## src/asr_pkg.sv

```systemverilog
// Shared constants for the serial converter readout link
package asr_pkg;
   // =========================================================
   // Result format
   localparam int RES_BITS       = 12;
   localparam int FRAME_CLOCKS   = 13;
   // =========================================================
   // Timing at the 250 MHz system clock
   localparam int SYS_CLK_MHZ    = 250;
   localparam int CONV_TIME_NS   = 8500;
   localparam int CONV_CYCLES    = (CONV_TIME_NS * SYS_CLK_MHZ + 999) / 1000;
   localparam int SCLK_MAX_KHZ   = 2770;
   localparam int SCLK_HALF_CYC  =
      (SYS_CLK_MHZ * 1000 + 2 * SCLK_MAX_KHZ - 1) / (2 * SCLK_MAX_KHZ);
   localparam int CS_IDLE_CYC    = 64;
   // =========================================================
   // Master transfer modes
   localparam logic MODE_BYTES   = 1'h0;
   localparam logic MODE_MIN13   = 1'h1;
endpackage : asr_pkg

```

## src/asr_link_if.sv

```systemverilog
// Three-wire link between converter end and serial master end
`timescale 1ns/1ns
`default_nettype none
interface asr_link_if;
   logic cs_n;
   logic sclk;
   logic dout;
   modport dev (input cs_n, input sclk, output dout);
   modport mst (output cs_n, output sclk, input dout);
endinterface : asr_link_if
`default_nettype wire

```

## src/asr_master.sv

```systemverilog
// Serial master end: select, clock divider, sampling and result buffer
`timescale 1ns/1ns
`default_nettype none
module asr_master
   import asr_pkg::*;
#(
   parameter int HALF_CYC = SCLK_HALF_CYC,
   parameter int WAIT_CYC = CONV_CYCLES
)(
   // System
   input  wire logic                I_CLK,
   input  wire logic                I_RST,
   // Request
   input  wire logic                I_START,
   input  wire logic                I_MODE,
   input  wire logic                I_USE_TIMEOUT,
   output logic                     O_BUSY,
   // Result stream
   output logic [RES_BITS-1:0]      O_DATA,
   output logic                     O_VALID,
   input  wire logic                I_READY,
   // Link
   asr_link_if.mst                  link
);
   initial begin
      if (HALF_CYC < 2) $error("HALF_CYC must be at least 2");
      if (WAIT_CYC < 1) $error("WAIT_CYC must be at least 1");
      // The timer is 16 bits wide, including the timeout margin
      if (WAIT_CYC > 65531) $error("WAIT_CYC too large for timer");
      if (HALF_CYC > 65536) $error("HALF_CYC too large for timer");
   end

   typedef enum logic [2:0] {
      MS_IDLE = 3'h0,
      MS_WAIT = 3'h1,
      MS_LOW  = 3'h2,
      MS_HIGH = 3'h3,
      MS_DONE = 3'h4
   } asr_mst_state_t;

   // =========================================================
   // Two-entry result buffer
   logic [RES_BITS-1:0] buf_q [2];
   logic [1:0]          cnt;
   logic                wp;
   logic                rp;
   logic                push;
   logic [15:0]         shin;
   wire  in_ready = (cnt != 2'h2);
   wire  pop      = O_VALID & I_READY;
   always_ff @(posedge I_CLK) begin
      if (I_RST) begin
         cnt      <= 2'h0;
         wp       <= 1'h0;
         rp       <= 1'h0;
         buf_q[0] <= '0;
         buf_q[1] <= '0;
      end else begin
         if (push) begin
            buf_q[wp] <= shin[RES_BITS-1:0];
            wp        <= ~wp;
         end
         if (pop) rp <= ~rp;
         cnt <= cnt + 2'(push) - 2'(pop);
      end
   end
   always_ff @(posedge I_CLK) begin
      if (I_RST) begin
         O_VALID <= 1'h0;
         O_DATA  <= '0;
      end else begin
         O_VALID <= (cnt - 2'(pop) + 2'(push)) != 2'h0;
         O_DATA  <= (pop || cnt == 2'h0) ?
                    ((cnt - 2'(pop) == 2'h0) ? shin[RES_BITS-1:0]
                                             : buf_q[~rp])
                    : buf_q[rp];
      end
   end

   // =========================================================
   // Link sequencer
   logic [1:0]          dout_sync;
   asr_mst_state_t      state;
   logic [15:0]         tmr;
   logic [4:0]          clks;
   logic                cs_n;
   logic                sclk;
   logic                mode;
   wire  [4:0] n_clks = (mode == MODE_BYTES) ? 5'h10 : 5'(FRAME_CLOCKS);
   always_ff @(posedge I_CLK) begin
      if (I_RST) dout_sync <= 2'h0;
      else       dout_sync <= {dout_sync[0], link.dout};
   end
   always_ff @(posedge I_CLK) begin
      if (I_RST) begin
         state <= MS_IDLE;
         tmr   <= 16'h0000;
         clks  <= 5'h00;
         shin  <= 16'h0000;
         cs_n  <= 1'h1;
         sclk  <= 1'h0;
         mode  <= MODE_BYTES;
         push  <= 1'h0;
      end else begin
         push <= 1'h0;
         case (state)
            MS_IDLE: begin
               if (I_START && tmr == 16'h0000) begin
                  cs_n  <= 1'h0;
                  mode  <= I_MODE;
                  tmr   <= 16'(WAIT_CYC + 4);
                  clks  <= 5'h00;
                  state <= MS_WAIT;
               end else if (tmr != 16'h0000) begin
                  tmr <= tmr - 16'h0001;
               end
            end
            MS_WAIT: begin
               // Synchroniser delay is covered by the timeout margin
               if ((!I_USE_TIMEOUT && dout_sync[1]) ||
                   tmr == 16'h0000) begin
                  tmr   <= 16'(HALF_CYC - 1);
                  state <= MS_LOW;
               end else begin
                  tmr <= tmr - 16'h0001;
               end
            end
            MS_LOW: begin
               if (tmr == 16'h0000) begin
                  sclk  <= 1'h1;
                  // Sample the settled level at the rising edge
                  shin  <= {shin[14:0], dout_sync[1]};
                  clks  <= clks + 5'h01;
                  tmr   <= 16'(HALF_CYC - 1);
                  state <= MS_HIGH;
               end else begin
                  tmr <= tmr - 16'h0001;
               end
            end
            MS_HIGH: begin
               if (tmr == 16'h0000) begin
                  sclk <= 1'h0;
                  tmr  <= 16'(HALF_CYC - 1);
                  if (clks == n_clks) state <= MS_DONE;
                  else                state <= MS_LOW;
               end else begin
                  tmr <= tmr - 16'h0001;
               end
            end
            MS_DONE: begin
               // Back-pressure: hold select low until the buffer has room
               if (in_ready && tmr == 16'h0000) begin
                  cs_n  <= 1'h1;
                  push  <= 1'h1;
                  if (mode == MODE_BYTES)
                     shin <= {3'h0, shin[15:3]};
                  tmr   <= 16'(CS_IDLE_CYC);
                  state <= MS_IDLE;
               end else if (tmr != 16'h0000) begin
                  tmr <= tmr - 16'h0001;
               end
            end
            default: state <= MS_IDLE;
         endcase
      end
   end
   always_ff @(posedge I_CLK) begin
      if (I_RST) O_BUSY <= 1'h0;
      else       O_BUSY <= (state != MS_IDLE) || I_START;
   end
   assign link.cs_n = cs_n;
   assign link.sclk = sclk;
endmodule : asr_master
`default_nettype wire

```

## src/flat_wrapper.sv

```systemverilog
// flat-port wrapper written by rule: the top's interface ports become plain ports
module asr_master_flat import asr_pkg::*;
#(
   parameter int HALF_CYC = SCLK_HALF_CYC,
   parameter int WAIT_CYC = CONV_CYCLES
)
  (I_CLK, I_RST, I_START, I_MODE, I_USE_TIMEOUT, O_BUSY, O_DATA, O_VALID, I_READY, link_cs_n, link_sclk, link_dout);
  asr_link_if link_i ();
  input  wire logic I_CLK;
  input  wire logic I_RST;
  input  wire logic I_START;
  input  wire logic I_MODE;
  input  wire logic I_USE_TIMEOUT;
  output logic O_BUSY;
  output logic [RES_BITS-1:0] O_DATA;
  output logic O_VALID;
  input  wire logic I_READY;
  output wire logic [$bits(link_i.cs_n)-1:0] link_cs_n;
  output wire logic [$bits(link_i.sclk)-1:0] link_sclk;
  input wire logic [$bits(link_i.dout)-1:0] link_dout;
  assign link_cs_n = link_i.cs_n;
  assign link_sclk = link_i.sclk;
  assign link_i.dout = link_dout;
  asr_master #(.HALF_CYC(HALF_CYC), .WAIT_CYC(WAIT_CYC)) u_core (.I_CLK(I_CLK), .I_RST(I_RST), .I_START(I_START), .I_MODE(I_MODE), .I_USE_TIMEOUT(I_USE_TIMEOUT), .O_BUSY(O_BUSY), .O_DATA(O_DATA), .O_VALID(O_VALID), .I_READY(I_READY), .link(link_i));
endmodule
```

## config.mk

```make
export PLATFORM = sky130hd
export DESIGN_NAME = asr_master_flat
export DESIGN_NICKNAME = d
export VERILOG_FILES = /design/src/asr_pkg.sv /design/src/asr_link_if.sv /design/src/asr_master.sv /design/src/flat_wrapper.sv
export SDC_FILE = /design/constraint.sdc
export NUM_CORES = 1
export LEC_CHECK = 0
export BUFFER_PORTS_ARGS = -buffer_cell sky130_fd_sc_hd__buf_2
export CAP_MARGIN = 20
export CORE_ASPECT_RATIO = 1.1
export CORE_MARGIN = 2
export CORE_UTILIZATION = 38
export DETAILED_ROUTE_END_ITERATION = 16
export HOLD_SLACK_MARGIN = 0.12
export SLEW_MARGIN = 5
export SYNTH_ARGS = -nofsm -noshare
export SYNTH_HDL_FRONTEND = slang
export SYNTH_SLANG_ARGS = --single-unit
```

## constraint.sdc

```tcl
create_clock -name I_CLK -period 2.08 [get_ports I_CLK]
set_input_delay 0.312 -clock I_CLK [delete_from_list [all_inputs] [get_ports I_CLK]]
set_output_delay 0.312 -clock I_CLK [all_outputs]
set_load 0.005 [all_outputs]
```

* Word level (Yosys, flattened, before mapping)
Memories as Yosys holds them, arrays and structs flattened. A register that Yosys moved wholly into a read port is not among the register bits. Cells that the tools add are included.
Word-level totals: input bits 7, bits in writable memories 24, word-level logic and storage cells 106, output and inout bits 16, register bits 64, memories 1
Cells by class: equality and inequality tests 12, multiplexer cells 40, add/sub/neg operators 6, reductions and logical operators 28, bitwise gates (word level) 4
Memory list:
- u_core.buf_q | depth 2, width 12, rd ports 2, clocked after Yosys merged registers in 1, write ports 2, line asr_master.sv:43 | logic [RES_BITS-1:0] buf_q [2];
Operators with widths (count):
- $mux W16 | 8
- $pmux W16 S4 | 1
- $mux W12 | 3
- $pmux W16 S2 | 1
- $mux W3 | 6
- $logic_not A16 Y1 | 1
- $reduce_bool A16 Y1 | 1
- $sub A16 B1 Y16 const B | 1
- $mux W5 | 3
- $pmux W3 S5 | 1
- $mux W1 | 14
- $reduce_or A12 Y1 | 1
- $ne A2 B1 Y1 const B | 5
- $pmux W5 S2 | 1
- $reduce_bool A2 Y1 | 5
- $reduce_and A3 Y1 | 3
- $eq A3 B2 Y1 const B | 2
- $add A5 B1 Y5 const B | 1
- $eq A5 B5 Y1 | 1
- $reduce_and A5 Y1 | 1
- $add A2 B1 Y2 | 2
- $logic_not A2 Y1 | 2
- $ne A2 B2 Y1 const B | 2
- $pmux W1 S2 | 2
- other kinds (14) | 22

* Longest topological paths before layout
depth in word-level cells 5, depth in mapped cells 11, depth with buffers taken out 10

* Worst setup path after synthesis
OpenSTA, ideal clock, no wires.
path type register to register, from register u_core.tmr[0], to register u_core.tmr[0], data arrival time 2.142 ns, clock period less this slack 2.235 ns, cell stages (with the launch flop) 12, required time 1.988 ns, path buffers 1, library setup time 0.092 ns, path slack -0.155 ns, cell sequence dfxtp_1 > inv_1 > ha_1 > nor4b_1 > nand3_1 > nor2_4 > inv_2 > buf_2 > ha_1 > a21oi_1 > a211o_1 > o32ai_1
On the way: word-level cells in the longest chain between the ends 4, elaborated cells on any way between the ends 12, classes of those cells add/sub: 1; mux: 6; reduce/logical: 5
Ends and longest elaborated chain:
- start: declaration | line asr_master.sv:84 | logic [15:0] tmr;
- start signal: assignment | line asr_master.sv:111 | tmr <= 16'(WAIT_CYC + 4);
- start signal: assignment | line asr_master.sv:115 | tmr <= tmr - 16'h0001;
- start signal: assignment | line asr_master.sv:122 | tmr <= 16'(HALF_CYC - 1);
- $sub A16 B1 Y16, or another cell as far along
- $mux W16, or another cell as far along | line asr_master.sv:114, asr_master.sv:159
- $mux W16 (on tied branches) | line asr_master.sv:152, asr_master.sv:108, asr_master.sv:120
- $pmux W16 S4 * | line asr_master.sv:106 | case (state)
Mark *: on every way between the ends. The rest lies on a longest branch, timed or not. A chain may end at the register's enable or synchronous reset.

* Final worst setup path
from register u_core.tmr[0], to register u_core.tmr[10]
Same word-level chain as after synthesis.

==> results.yml <==
placement:
  portBuffers: 22
  place_ws_ns: 0.002641
  gp_congestion: 0.8558
  place_inst: 659
  place_hpwl_mm: 6.859
cts:
  cts.root.buffer_cell: "clkbuf_16"
  cts_buffer_depth: 2
  clock_sinks: 89
  clock_latency_ns: 0.34
  path_clk_slew_ns: 0.07
  cts_buffers: 9
  cts_tree: "built"
  ctsHtreeMaxLevel: 3
timing:
  hold_viol_final: 0
  maxSlewHeadroom_pct: 44.31
  setup_viol: 0
  post-route-min-period_ns: 2.063
  tightest_slew_ns: 0.8342
  rsz0062_at_grt: "true"
  fin_crit_sh_pct: 99.20
  fin_ws_ns: 0.01660
  tns_ns: 0
  fin_skew_ns: 0.01030
  drv_slew: 0
  max_freq_mhz: 484.6
setup_path:
  cpPeakStageDelay_ns: 0.38
  path_buf_inv: 1
  critPathLaunch: "u_core.tmr[0]"
  endpoint: "u_core.tmr[10]"
  path_delay_family: "simple AND/OR/NAND/NOR gates"
  path_cells: "inv_2 > ha_2 > or3b_4 > or2_4 > or3_1 > a21o_1 > a311oi_2"
  worst_setup_path_end_kind: "register"
  worstPathArrival_ns: 2.32
  cp.depth: 7
  cp_max_fo: 4
  critPathLaunchType: "register"
  r2r_slack_ns: 0.02
  crit_slowest_cell: "or3b_4"
  critical_path_class: "register to register"
  reg2reg_depth: 7
  rr_endpoint: "u_core.tmr[10]"
  cp.required_ns: 2.34
  reg2reg_from: "u_core.tmr[0]"
synthesis:
  yosysWarnings: 0
  yosys-top-cells-area: "dfxtp_1, edfxtp_1, a211oi_1, nand2_1, a311oi_1"
  synth.distinct_cells: 54
  synth_edf_count: 24
  yosysTopAreaCell: "dfxtp_1"
  ys_seq_elements: 89
  synthCells: 492
  avgSynthCellArea_um2: 8.985
  yosys.area.top_type_share_pct: 29.44
  synth_flop_cell: "dfxtp_1"
  netlist_area_um2: 4420
  synth_nets: 506
  async_flop_share_pct: 0
  ys_seq_area_share_pct: 45.74
route:
  drtIter0Drc: 170
  finalWirelength_mm: 10.16
  drc: 0
  wl_per_cell_um: 14.98
  vias_per_cell: 5.478
  dr.pass1.iters: 4
  num_vias: 3714
  antenna_left: 0
layout:
  utilization_pct: 45.48
  drive_gt1_share_pct: 17.23
  fillers: 1124
  diodes: 0
  instances_no_fill: 678
  syn_to_final_growth_pct: 17.18
  final_nets: 537
power_and_ir_drop:
  vdd_drop_max_mv: 0.6403
  total_power_mw: 6.102
  p_leak_nw: 1.894
  p_per_area_nw_per_um2: 1178
grt:
  grt_pass1_wl_mm: 17.15
  grt_use_total_pct: 17.26
  grt_start_max_net_pins: 37
  grt_pass1_vias: 3565
  antenna_found_initial: 0
  grt-ovfl-total: 0
die:
  dieWidth_um: 106.8
  num_io_pins: 23
  core_um2: 11390
  die-area_um2: 12510
  start_util_pct: 38.82
  die_h_um: 117.1
  rows: 41
run_status:
  status: "finished, final reports clean"
min_path:
  hold_path_startpoint: "link_dout"
  hold_path_class: "input pin to register"
run:
  cap_violations: 0
through the flow:
step | hold WS, ns | area (µm²)
after global routing | 0.1924 | 5180
after CTS | 0.1686 | 5111
after detailed placement | 0.4342 | 4826
after global placement | 0.4288 | 4826
after floorplan | 0.4138 | 4446
final | 0.1787 | 5180
placed cells by master, fill, tap and decap left out, drive strengths merged, types with 8 or more instances in the layout:
cell,count
a211oi,29
a21oi,26
a311oi,19
and2,25
buf,54
clkbuf,10
dfxtp,65
edfxtp,24
inv,16
mux2i,13
nand2,44
nand3,22
nor2,43
nor2b,17
nor3,19
o21ai,25
xor2,8
flip-flops by register name, indices dropped and copies added, names as in the netlist, named ones only:
signal and count:
u_core.rp 1, u_core.clks 5, u_core.tmr 16, u_core.O_DATA 12, u_core.O_VALID 1, u_core.O_BUSY 1, u_core.buf_q 24, u_core.wp 1
u_core.state 3, u_core.link.sclk 1, u_core.dout_sync 2, u_core.shin 16, u_core.push 1, u_core.mode 1, u_core.link.cs_n 1, u_core.cnt 2
synthesized netlist by cell type (7+ instances only):
master and number:
nand2b_1 7, a211oi_1 29, nand3_1 22, a21oi_1 25, dfxtp_1 65, nor3_1 17
and2_1 25, nor2b_1 17, mux2i_1 13, nand2_1 44, ha_1 7, nor2_1 42
xor2_1 8, edfxtp_1 24, a311oi_1 18, or3_1 7, o21ai_0 22, inv_1 11
clkbuf_1 27
area by class of cell:
class | count | area [µm²] | area share [%]
clock inverter | 7 | 60.06 | 1.159
timing repair buffer | 55 | 400.4 | 7.729
multi-input combinational | 356 | 2235 | 43.14
inverter | 12 | 50.05 | 0.9662
sequential | 89 | 2022 | 39.03
clock buffer | 9 | 225.2 | 4.348
tap | 150 | 187.7 | 3.623
metal layers:
metal / up-vias / share of wire (%) / GRT usage [%]
li1: 1844 / - / -
met1: 1768 / 44 / 21.01
met2: 76 / 48 / 29.30
met3: 26 / 3.5 / 3.045
met4: 0 / 3.9 / 9.351
met5: - / 0 / 0
cell families (layout without fill, tap and decap cells):
group	count (synthesis)	in the layout	share of synthesized area [%]
xor gates and xnor gates	11	11	2.180
buffers and inverters	47	83	4.472
DFF	89	89	45.74
and+or+nand+nor	203	203	23.58
muxes	13	13	2.944
adders and majority gates	7	7	1.981
AOI/OAI and AO/OA	122	122	19.11
worst min path at each step:
stage,to,slack (ns),depth (start not counted)
finish,u_core.dout_sync[0],0.18,2
global route,u_core.dout_sync[0],0.19,2
CTS,u_core.dout_sync[0],0.17,2
detailed placement,u_core.dout_sync[1],0.43,1
global placement,u_core.dout_sync[1],0.43,1
floorplan,u_core.dout_sync[1],0.41,1
power by group:
part	leakage, nW	internal, mW	switching [mW]	total (mW)
logic	0.980	1.02	1.27	2.29
registers	0.771	2.04	0.207	2.25
clock network	0.143	0.833	0.731	1.56
total	1.89	3.89	2.21	6.10
worst reg2reg max path, cell delays in order (launching register included):
cell	delay [ns]
dfxtp_1	0.32
inv_2	0.09
ha_2	0.19
or3b_4	0.38
or2_4	0.25
or3_1	0.31
a21o_1	0.19
a311oi_2	0.25
timing repair:
item,4_1_cts,5_1_grt
setup endpoints to repair,0,23
hold buffers,0,0
resized for setup,0,7
setup buffers,0,2
hold endpoints to repair,0,0
No activity file was read; power rests on OpenSTA's default activity.
